**src/pkg/pmcs_pkg.sv**
```systemverilog
// Purpose: Constants for the power mode and clock switch block
// Assumes: One 20 MHz clock, Avalon-MM register access
// Notes: Offsets are byte addresses of 32-bit words
//
// Notes on behaviour
// - Halt select bit 7, source select bits 1:0
// - Source 00 selects the primary clock
// - Source 01: secondary clock, primary stops
// - Upper source bit selects internal, primary stops
// - Source change starts switch once source runs
// - Halt: sleep if select 0, idle if 1
// - Each halt samples halt select anew
// - Switch takes two old, four new cycles
// - Status flags at control bits 3, 2 and second control bits 6, 4
// - Flags encode the active clock source
// - Internal as primary sets both flags
// - Reset starts in primary run mode, or with TWO_SPEED runs the low internal source first
// - Force-on bit starts secondary oscillator early
// - Secondary to primary waits for primary ready
// - Frequency select write acts at once
// - Frequency 000, high clear: low-frequency source
// - Stable flag follows mid-frequency select
// - Clocks continue while internal output stabilises
// - Internal to primary waits for primary ready
// - Watchdog or monitor keeps low-frequency source on
// - Sleep stops oscillator, clears status flags
`default_nettype none

package pmcs_pkg;
    // ------------------------------------------------------------
    // Register map
    // ------------------------------------------------------------
    localparam logic [3:0] OFF_CTRL = 4'h0;
    localparam logic [3:0] OFF_CTRL2 = 4'h4;
    localparam logic [3:0] OFF_CFG = 4'h8;
    localparam logic [3:0] OFF_MODE = 4'hc;
    // Control register fields
    localparam int B_HALT = 7;
    localparam int B_FREQ = 4;
    localparam int B_PRIF = 3;
    localparam int B_HFF = 2;
    localparam int B_SRC = 0;
    // Second control register fields
    localparam int B_SECF = 6;
    localparam int B_MFF = 4;
    localparam int B_FORCE = 3;
    localparam int B_MIDSEL = 1;
    localparam int B_HISEL = 0;
    // Configuration register fields
    localparam int B_PRIINT = 0;
    localparam int B_WDT = 1;
    localparam int B_FSCM = 2;
    localparam logic [7:0] RST_REG = 8'h00;
    // ------------------------------------------------------------
    // Sources, mux codes and timing
    // ------------------------------------------------------------
    typedef enum logic [1:0] {
        SRC_PRI = 2'h0,
        SRC_SEC = 2'h1,
        SRC_INT = 2'h2
    } pmcs_src_t;
    localparam logic [3:0] MUX_PRI = 4'h1;
    localparam logic [3:0] MUX_SEC = 4'h2;
    localparam logic [3:0] MUX_HF = 4'h4;
    localparam logic [3:0] MUX_LF = 4'h8;
    localparam logic [3:0] MUX_OFF = 4'h0;
    localparam logic [2:0] OLD_CYC = 3'h2;
    localparam logic [2:0] NEW_CYC = 3'h4;
    typedef enum logic [6:0] {
        ST_RUN = 7'h01,
        ST_WAIT = 7'h02,
        ST_STOP = 7'h04,
        ST_START = 7'h08,
        ST_SLEEP = 7'h10,
        ST_IDLE = 7'h20,
        ST_WAKE = 7'h40
    } pmcs_state_t;
endpackage : pmcs_pkg

`default_nettype wire

```
**src/verilog/pmcs_top.sv**
```systemverilog
// Purpose: Power mode selection and glitch-free clock source switch
// Assumes: Oscillator ready pins are asynchronous to mclk
// Notes: clk_sel is one-hot gate enables for the external mux
`default_nettype none

module pmcs_top #(
    parameter bit TWO_SPEED = 1'b0
) (
    input wire logic mclk,
    input wire logic reset_n,
    input wire logic [3:0] avs_address,
    input wire logic avs_read,
    input wire logic avs_write,
    input wire logic [31:0] avs_writedata,
    input wire logic [3:0] avs_byteenable,
    output logic [31:0] avs_readdata,
    output logic avs_waitrequest,
    input wire logic halt_exec,
    input wire logic wake_event,
    input wire logic pri_osc_ready,
    input wire logic sec_osc_ready,
    input wire logic int_osc_stable,
    output logic pri_osc_en,
    output logic sec_osc_en,
    output logic int_osc_en,
    output logic lf_osc_en,
    output logic [3:0] clk_sel,
    output logic cpu_clk_en,
    output logic periph_clk_en,
    output logic [2:0] int_freq_sel,
    output logic mid_freq_sel
);
    // ------------------------------------------------------------
    // State
    // ------------------------------------------------------------
    typedef struct packed {
        pmcs_pkg::pmcs_state_t st;
        pmcs_pkg::pmcs_src_t cur;
        pmcs_pkg::pmcs_src_t tgt;
        logic [2:0] cnt;
        logic [3:0] mux;
        logic halt_sel;
        logic [2:0] freq;
        logic [1:0] src_sel;
        logic force_on;
        logic mid_sel;
        logic hi_sel;
        logic pri_int;
        logic wdt_en;
        logic fscm_en;
        logic sec_kept;
        logic [2:0] s1;
        logic [2:0] s2;
        logic [2:0] s3;
        logic [2:0] filt;
        logic ack;
        logic [31:0] rdata;
    } pmcs_reg_t;

    pmcs_reg_t q;
    pmcs_reg_t n;
    pmcs_pkg::pmcs_src_t want;
    logic live;
    logic busy;
    logic int_req;
    logic int_ok;
    logic primary_clock_active_flag;
    logic hf_any;
    logic high_freq_internal_stable_flag;
    logic mid_freq_internal_stable_flag;
    logic secondary_clock_active_flag;
    logic head_pri;
    logic head_sec;
    logic head_int;
    logic tgt_rdy;
    logic bus_req;
    logic [7:0] ctrl_rd;
    logic [7:0] ctrl2_rd;

    // Gate code for a source
    function automatic logic [3:0] mux_of(pmcs_pkg::pmcs_src_t s, logic ireq);
        logic [3:0] m;
        m = pmcs_pkg::MUX_PRI;
        if (s == pmcs_pkg::SRC_SEC) begin
            m = pmcs_pkg::MUX_SEC;
        end else if (s == pmcs_pkg::SRC_INT) begin
            m = ireq ? pmcs_pkg::MUX_HF : pmcs_pkg::MUX_LF;
        end
        return m;
    endfunction : mux_of

    // ------------------------------------------------------------
    // Status decode
    // ------------------------------------------------------------
    // Upper bit wins, lower ignored for internal
    assign want = q.src_sel[1] ? pmcs_pkg::SRC_INT :
        (q.src_sel[0] ? pmcs_pkg::SRC_SEC : pmcs_pkg::SRC_PRI);
    assign live = (q.st != pmcs_pkg::ST_SLEEP) && (q.st != pmcs_pkg::ST_WAKE);
    assign busy = (q.st == pmcs_pkg::ST_WAIT) || (q.st == pmcs_pkg::ST_STOP) ||
        (q.st == pmcs_pkg::ST_START) || (q.st == pmcs_pkg::ST_WAKE);
    assign int_req = (|q.freq) | q.hi_sel;
    assign int_ok = int_req & q.filt[2];
    // Flags follow the source in use, cleared while asleep
    assign primary_clock_active_flag = live && (q.cur == pmcs_pkg::SRC_PRI);
    assign hf_any = live && int_ok && ((q.cur == pmcs_pkg::SRC_INT) ||
        ((q.cur == pmcs_pkg::SRC_PRI) && q.pri_int));
    assign high_freq_internal_stable_flag = hf_any && !q.mid_sel;
    assign mid_freq_internal_stable_flag = hf_any && q.mid_sel;
    assign secondary_clock_active_flag = live && (q.cur == pmcs_pkg::SRC_SEC);

    // Oscillator demand: current source or pending target
    assign head_pri = (live && !busy && q.cur == pmcs_pkg::SRC_PRI) ||
        (busy && q.tgt == pmcs_pkg::SRC_PRI) ||
        ((q.st == pmcs_pkg::ST_WAIT || q.st == pmcs_pkg::ST_STOP) &&
        q.cur == pmcs_pkg::SRC_PRI);
    assign head_sec = (live && q.cur == pmcs_pkg::SRC_SEC) ||
        (busy && q.tgt == pmcs_pkg::SRC_SEC);
    assign head_int = (live && q.cur == pmcs_pkg::SRC_INT) ||
        (busy && q.tgt == pmcs_pkg::SRC_INT);
    assign pri_osc_en = head_pri;
    // Secondary kept after leaving it, or forced on
    assign sec_osc_en = head_sec | q.force_on | q.sec_kept;
    assign int_osc_en = int_req & (head_int | (head_pri & q.pri_int));
    assign lf_osc_en = (head_int & !int_req) | q.wdt_en | q.fscm_en;
    // Internal path always has a clock, so no wait
    assign tgt_rdy = (q.tgt == pmcs_pkg::SRC_PRI) ? q.filt[0] :
        ((q.tgt == pmcs_pkg::SRC_SEC) ? q.filt[1] : 1'b1);
    assign clk_sel = q.mux;
    assign cpu_clk_en = live && (q.st != pmcs_pkg::ST_IDLE);
    assign periph_clk_en = live;
    assign int_freq_sel = q.freq;
    assign mid_freq_sel = q.mid_sel;

    // ------------------------------------------------------------
    // Register bus
    // ------------------------------------------------------------
    // One wait cycle, then answer with registered data
    assign bus_req = avs_read | avs_write;
    assign avs_waitrequest = bus_req & !q.ack;
    assign avs_readdata = q.rdata;
    assign ctrl_rd = {q.halt_sel, q.freq, primary_clock_active_flag, high_freq_internal_stable_flag, q.src_sel};
    assign ctrl2_rd = {1'b0, secondary_clock_active_flag, 1'b0, mid_freq_internal_stable_flag, q.force_on, 1'b0, q.mid_sel,
        q.hi_sel};

    // ------------------------------------------------------------
    // Next state
    // ------------------------------------------------------------
    always_comb begin
        n = q;
        // Three-stage sync; value moves when stages two and three agree
        n.s1 = {int_osc_stable, sec_osc_ready, pri_osc_ready};
        n.s2 = q.s1;
        n.s3 = q.s2;
        n.filt = (q.s2 & q.s3) | (q.filt & (q.s2 | q.s3));
        n.ack = bus_req & !q.ack;
        if (bus_req && !q.ack) begin
            case (avs_address)
                pmcs_pkg::OFF_CTRL: n.rdata = {24'h000000, ctrl_rd};
                pmcs_pkg::OFF_CTRL2: n.rdata = {24'h000000, ctrl2_rd};
                pmcs_pkg::OFF_CFG: n.rdata = {29'h00000000, q.fscm_en, q.wdt_en, q.pri_int};
                pmcs_pkg::OFF_MODE: n.rdata = {25'h0000000, q.st};
                default: n.rdata = 32'h00000000;
            endcase
        end
        // Write lands on the edge after the wait cycle, once waitrequest is low
        if (q.ack && avs_write && avs_byteenable[0]) begin
            case (avs_address)
                pmcs_pkg::OFF_CTRL: begin
                    n.halt_sel = avs_writedata[pmcs_pkg::B_HALT];
                    n.freq = avs_writedata[pmcs_pkg::B_FREQ +: 3];
                    n.src_sel = avs_writedata[pmcs_pkg::B_SRC +: 2];
                end
                pmcs_pkg::OFF_CTRL2: begin
                    n.force_on = avs_writedata[pmcs_pkg::B_FORCE];
                    n.mid_sel = avs_writedata[pmcs_pkg::B_MIDSEL];
                    n.hi_sel = avs_writedata[pmcs_pkg::B_HISEL];
                end
                pmcs_pkg::OFF_CFG: begin
                    n.pri_int = avs_writedata[pmcs_pkg::B_PRIINT];
                    n.wdt_en = avs_writedata[pmcs_pkg::B_WDT];
                    n.fscm_en = avs_writedata[pmcs_pkg::B_FSCM];
                end
                default: n.halt_sel = q.halt_sel;
            endcase
        end
        if (live && q.cur == pmcs_pkg::SRC_SEC) begin
            n.sec_kept = 1'b1;
        end
        case (q.st)
            pmcs_pkg::ST_RUN: begin
                // Frequency select acts on the mux at once
                n.mux = mux_of(q.cur, int_req);
                if (halt_exec) begin
                    if (q.halt_sel) begin
                        n.st = pmcs_pkg::ST_IDLE;
                    end else begin
                        n.st = pmcs_pkg::ST_SLEEP;
                        n.mux = pmcs_pkg::MUX_OFF;
                        n.sec_kept = 1'b0;
                    end
                end else if (want != q.cur) begin
                    n.tgt = want;
                    n.st = pmcs_pkg::ST_WAIT;
                end
            end
            pmcs_pkg::ST_WAIT: begin
                // Old clock keeps running until the new one is ready
                n.tgt = want;
                if (want == q.cur) begin
                    n.st = pmcs_pkg::ST_RUN;
                end else if (tgt_rdy) begin
                    n.st = pmcs_pkg::ST_STOP;
                    n.cnt = 3'h0;
                end
            end
            pmcs_pkg::ST_STOP: begin
                // Two more old cycles, then gate it low
                n.cnt = q.cnt + 3'h1;
                if (q.cnt == pmcs_pkg::OLD_CYC - 3'h1) begin
                    n.mux = pmcs_pkg::MUX_OFF;
                    n.cnt = 3'h0;
                    n.st = pmcs_pkg::ST_START;
                end
            end
            pmcs_pkg::ST_START: begin
                // Dead gap covers the new clock sync cycles
                n.cnt = q.cnt + 3'h1;
                if (q.cnt == pmcs_pkg::NEW_CYC - 3'h1) begin
                    n.mux = mux_of(q.tgt, int_req);
                    n.cur = q.tgt;
                    n.cnt = 3'h0;
                    n.st = pmcs_pkg::ST_RUN;
                end
            end
            pmcs_pkg::ST_SLEEP: begin
                if (wake_event) begin
                    n.tgt = want;
                    n.st = pmcs_pkg::ST_WAKE;
                end
            end
            pmcs_pkg::ST_WAKE: begin
                // No clock until the selected source is ready
                n.tgt = want;
                if (tgt_rdy) begin
                    n.cnt = 3'h0;
                    n.st = pmcs_pkg::ST_START;
                end
            end
            pmcs_pkg::ST_IDLE: begin
                n.mux = mux_of(q.cur, int_req);
                if (wake_event) begin
                    n.st = pmcs_pkg::ST_RUN;
                end
            end
            default: n.st = pmcs_pkg::ST_RUN;
        endcase
    end

    // Two-speed start runs from the low internal source first
    always_ff @(posedge mclk or negedge reset_n) begin
        if (!reset_n) begin
            q <= '0;
            q.st <= TWO_SPEED ? pmcs_pkg::ST_WAIT : pmcs_pkg::ST_RUN;
            q.cur <= TWO_SPEED ? pmcs_pkg::SRC_INT : pmcs_pkg::SRC_PRI;
            q.tgt <= pmcs_pkg::SRC_PRI;
            q.mux <= TWO_SPEED ? pmcs_pkg::MUX_LF : pmcs_pkg::MUX_PRI;
        end else begin
            q <= n;
        end
    end
endmodule : pmcs_top

`default_nettype wire

```
**config.mk**
```make
export PLATFORM = sky130hd
export DESIGN_NAME = pmcs_top
export DESIGN_NICKNAME = d
export VERILOG_FILES = /design/src/pkg/pmcs_pkg.sv /design/src/verilog/pmcs_top.sv
export SDC_FILE = /design/constraint.sdc
export NUM_CORES = 1
export LEC_CHECK = 0
export ABC_AREA = 1
export BUFFER_PORTS_ARGS = -buffer_cell sky130_fd_sc_hd__buf_2
export CORE_UTILIZATION = 44
export CTS_CLUSTER_DIAMETER = 60
export CTS_CLUSTER_SIZE = 20
export DETAILED_ROUTE_END_ITERATION = 6
export GPL_TIMING_DRIVEN = 0
export PLACE_DENSITY = 0.7
export SYNTH_ARGS = -nofsm -noshare
export SYNTH_HDL_FRONTEND = slang
export SYNTH_SLANG_ARGS = --single-unit
```
**constraint.sdc**
```tcl
create_clock -name mclk -period 3.8 [get_ports mclk]
set_input_delay 0.57 -clock mclk [delete_from_list [all_inputs] [get_ports mclk]]
set_output_delay 0.57 -clock mclk [all_outputs]
set_load 0.02 [all_outputs]
```
==> qor.txt <==
======================================================================================
Number of routed nets with antenna violations ...........................            0
Path depth of the worst reg2reg path ....................................           10
Count of distinct cell types in the synthesized netlist .................           34
Pin count of the biggest net entering global routing ....................           53
Highest clock rate ......................................................    0.372 GHz
Kind of end point of the critical path .................................. primary output
Critical R2R Capture ....................................................        q[70]
WL final ................................................................      6.48 mm
Top cells by area, synth ................................................ sky130_fd_sc_hd__dfrtp_1 (41%), sky130_fd_sc_hd__nand2_1 (12%), sky130_fd_sc_hd__buf_4 (9.6%), sky130_fd_sc_hd__ha_1 (4.1%), sky130_fd_sc_hd__inv_1 (3.8%)
Startpoint-to-endpoint class of the critical path ....................... flop to primary output
Clock slew at the register clock pins of the worst setup and hold paths .      0.10 ns
Combined global-route utilization of all metal layers ...................        19.4%
HPWL reported at the end of detailed placement ..........................      5.10 mm
Maximum clock skew at final layout ......................................   0.00943 ns
Count of filler cells inserted in the layout ............................          656
Maximum net fanout on the critical path .................................            4
Wire length of the first global-routing pass ............................      11.1 mm
Number of enable flip-flop cells after synthesis ........................            0
Die ar. ................................................................. 0.00730 sq mm
CTS tree ................................................................        built
Core footprint .......................................................... 0.00676 sq mm
Maximum vdd drop ........................................................     0.233 mV
Count of warnings emitted by yosys ......................................            0
Root Driver ............................................................. sky130_fd_sc_hd__clkbuf_8
Hold Path End ...........................................................        n[41]
Via/cell ratio ..........................................................         4.73
Pwr Total ...............................................................      1.67 mW
CP Data Required Time ...................................................      3.23 ns
Startpoint of the most critical hold path ............................... int_osc_stable
Critical path arrival ...................................................      2.12 ns
DR vias .................................................................         2511
Width of the die ........................................................ 85.4 microns
Setup repair after global routing missed its margin .....................           no
Area share of the largest cell type after synthesis .....................        40.8%
Initial Util ............................................................        45.3%
Number of rows in the core area .........................................           30
Number of buffers inserted for hold repair after clock tree synthesis ...            0
Post-CTS setup buffer count .............................................            0
GP Congestion ...........................................................        0.890
Fraction of layout instances using a drive strength above 1 .............        28.8%
Drt wl/cell ............................................................. 12.2 microns
Vias in the first global route ..........................................         2436
Startpoint of the worst-slack reg-to-reg timing path ....................        q[66]
Maxcap violations .......................................................            0
Period Utilization, post-route ..........................................        70.8%
Prevailing post-synth register cell ..................................... sky130_fd_sc_hd__dfrtp_1
Setup_tns ...............................................................         0 ns
PD cells ................................................................  470 mW/mm^2
Flops & latches, synth ..................................................           52
IO Port Bufs ............................................................           43
Hold Vio Cnt, Final .....................................................            0
Global Route met3 Usage .................................................        4.86%
Number of pins with negative max-slew slack in the final report .........            0
Headroom to the max-slew limit ..........................................        22.7%
Number of cells on the worst hold path ..................................            1
Io pins .................................................................           96
Worst Max-Slew Pin Slew .................................................      1.16 ns
Final setup violation count .............................................            0
TritonCTS Buffers .......................................................            5
Initial DRT Pass Iterations .............................................            4
Cell type with the largest total area after synthesis ................... sky130_fd_sc_hd__dfrtp_1
Final net count .........................................................          509
Average footprint of a synthesized cell .................................   8.12 sq um
Register-to-register path setup slack ...................................      2.05 ns
Sequential cell area fraction in the yosys report .......................        42.6%
Outcome .................................................................    completed
Number of antenna violations at the first check in global routing .......            0
Floorplan die height .................................................... 85.4 microns
Worst hold path type .................................................... input port to flop
Global routing met2 resource utilization ................................        30.3%
Worst-Skew Late Latency .................................................      0.32 ns
DRC violations left .....................................................            0
Type of element launching the critical path .............................         flop
Number of H-tree branching levels .......................................            2
Cells after synthesis ...................................................          377
Number of antenna repair diodes .........................................            0
Post-Syn Area ........................................................... 0.00306 sq mm
Met1 usage in global routing ............................................        25.5%
Buffer levels on the longest clock path .................................            2
Static leakage power ....................................................      1.88 nW
Share of synthesized registers carrying an async set or reset ...........         100%
Most frequent cell after synthesis ...................................... sky130_fd_sc_hd__nand2_1
Most used routing layer .................................................         met2
Iter 0 DRT Violations ...................................................          167
Post-synthesis to final-layout area growth ..............................        15.9%
List of most frequent post-synthesis cells .............................. sky130_fd_sc_hd__nand2_1 (99), sky130_fd_sc_hd__dfrtp_1 (50), sky130_fd_sc_hd__buf_4 (39), sky130_fd_sc_hd__inv_1 (31), sky130_fd_sc_hd__nor2_1 (31)
Shortest clock period the worst path allows after layout ................      2.69 ns
Post-cts repair resize count ............................................            0
Clock sink total ........................................................           52
GRT Residual Overflow ...................................................            0
======================================================================================
==> logic make-up (layout without fill, tap and decap cells) <==
family,Yosys count,after routing,share of synthesized area (%)
simple gates,186,186,28.1
flops,52,52,42.6
buf+inv,76,127,14.3
fa+ha+maj,13,13,5.07
xor+xnor,1,1,0.286
compound gates,43,43,7.68
mux,5,5,1.84
other cells,1,24,0.122
==> through the flow <==
| stage | hold WS [ns] | instances | instance area [sq um] | utilization [%] | worst slack [ns] |
|---|---|---|---|---|---|
| finish | 0.357 | 531 | 3550 | 52.5 | 1.11 |
| global route | 0.340 | 531 | 3550 | 52.5 | 1.03 |
| CTS | 0.352 | 531 | 3550 | 52.5 | 1.13 |
| detailed placement | 0.341 | 523 | 3460 | 51.3 | 1.48 |
| global placement | 0.336 | 523 | 3460 | 51.3 | 1.51 |
| floorplan | 0.274 | 400 | 3150 | - | 1.63 |
==> worst max path at each step <==
| stage | slack (ns) | cells past startpoint | to | start |
|---|---|---|---|---|
| after floorplan | 1.63 | 8 | lf_osc_en | q[75] |
| after global placement | 1.51 | 8 | lf_osc_en | q[69] |
| after global routing | 1.03 | 8 | lf_osc_en | q[69] |
| final | 1.11 | 8 | lf_osc_en | q[69] |
| after CTS | 1.13 | 8 | lf_osc_en | q[69] |
| after detailed placement | 1.48 | 8 | lf_osc_en | q[69] |
==> final cells by class <==
type	instances	area, sq um	share of cell area [%]
Buffer	41	308	8.67
Clock buffer	7	76.3	2.15
Clock inverter	1	8.76	0.247
Inverter	35	131	3.70
Multi-Input combinational cell	272	1410	39.6
Sequential cell	52	1300	36.7
Tap cell	80	100	2.82
Timing Repair Buffer	43	215	6.06
==> per-layer routing <==
metal	vias up	routed length (microns)
met3	15	301
li1	1281	-
met2	70	3040
met1	1145	2980
met4	0	166
met5	-	0
==> power by group <==
part | internal, mW | total [mW] | switching, mW
Combinational | 0.221 | 0.655 | 0.434
Clock | 0.132 | 0.317 | 0.185
Sequential | 0.639 | 0.698 | 0.0589
==> worst max-delay path: stages (launching register included) <==
cell and delay [ns]:
sky130_fd_sc_hd__dfstp_2 0.58, sky130_fd_sc_hd__nor2_2 0.06, sky130_fd_sc_hd__nand2_2 0.11, sky130_fd_sc_hd__nor2_2 0.07
sky130_fd_sc_hd__nor2_1 0.25, sky130_fd_sc_hd__nand2_4 0.11, sky130_fd_sc_hd__a21oi_1 0.30, sky130_fd_sc_hd__o21ai_0 0.14
sky130_fd_sc_hd__buf_2 0.17
==> flip-flops by register name (all words and copies together) (netlist names) <==
signal,count
int_freq_sel,3
ctrl2_rd,2
n,6
mid_freq_sel,1
avs_readdata,8
clk_sel,4
ctrl_rd,3
q,25
==> layout by cell type, fill, tap and decap left out, types with 2 or more instances in the layout <==
cell type,synthesis,layout
sky130_fd_sc_hd__dfrtp_1,50,50
sky130_fd_sc_hd__nand3_1,19,19
sky130_fd_sc_hd__nand2_4,3,3
sky130_fd_sc_hd__nand4_1,2,2
sky130_fd_sc_hd__dfstp_2,2,2
sky130_fd_sc_hd__nand3b_1,3,3
sky130_fd_sc_hd__nand2_2,9,9
sky130_fd_sc_hd__inv_2,3,3
sky130_fd_sc_hd__maj3_1,3,3
sky130_fd_sc_hd__ha_1,10,10
sky130_fd_sc_hd__inv_1,31,31
sky130_fd_sc_hd__buf_2,0,43
sky130_fd_sc_hd__clkbuf_1,1,3
sky130_fd_sc_hd__o21ai_0,22,22
sky130_fd_sc_hd__mux2_2,5,5
sky130_fd_sc_hd__nand2_1,99,99
sky130_fd_sc_hd__nor2_4,2,2
sky130_fd_sc_hd__conb_1,1,24
sky130_fd_sc_hd__buf_4,39,39
sky130_fd_sc_hd__clkbuf_8,0,5
sky130_fd_sc_hd__nor2_1,31,31
sky130_fd_sc_hd__nor3_1,3,3
sky130_fd_sc_hd__nor3_2,2,2
sky130_fd_sc_hd__o211ai_1,2,2
sky130_fd_sc_hd__nor2_2,11,11
sky130_fd_sc_hd__a21oi_1,14,14
No activity file was read; power rests on OpenSTA's default activity.
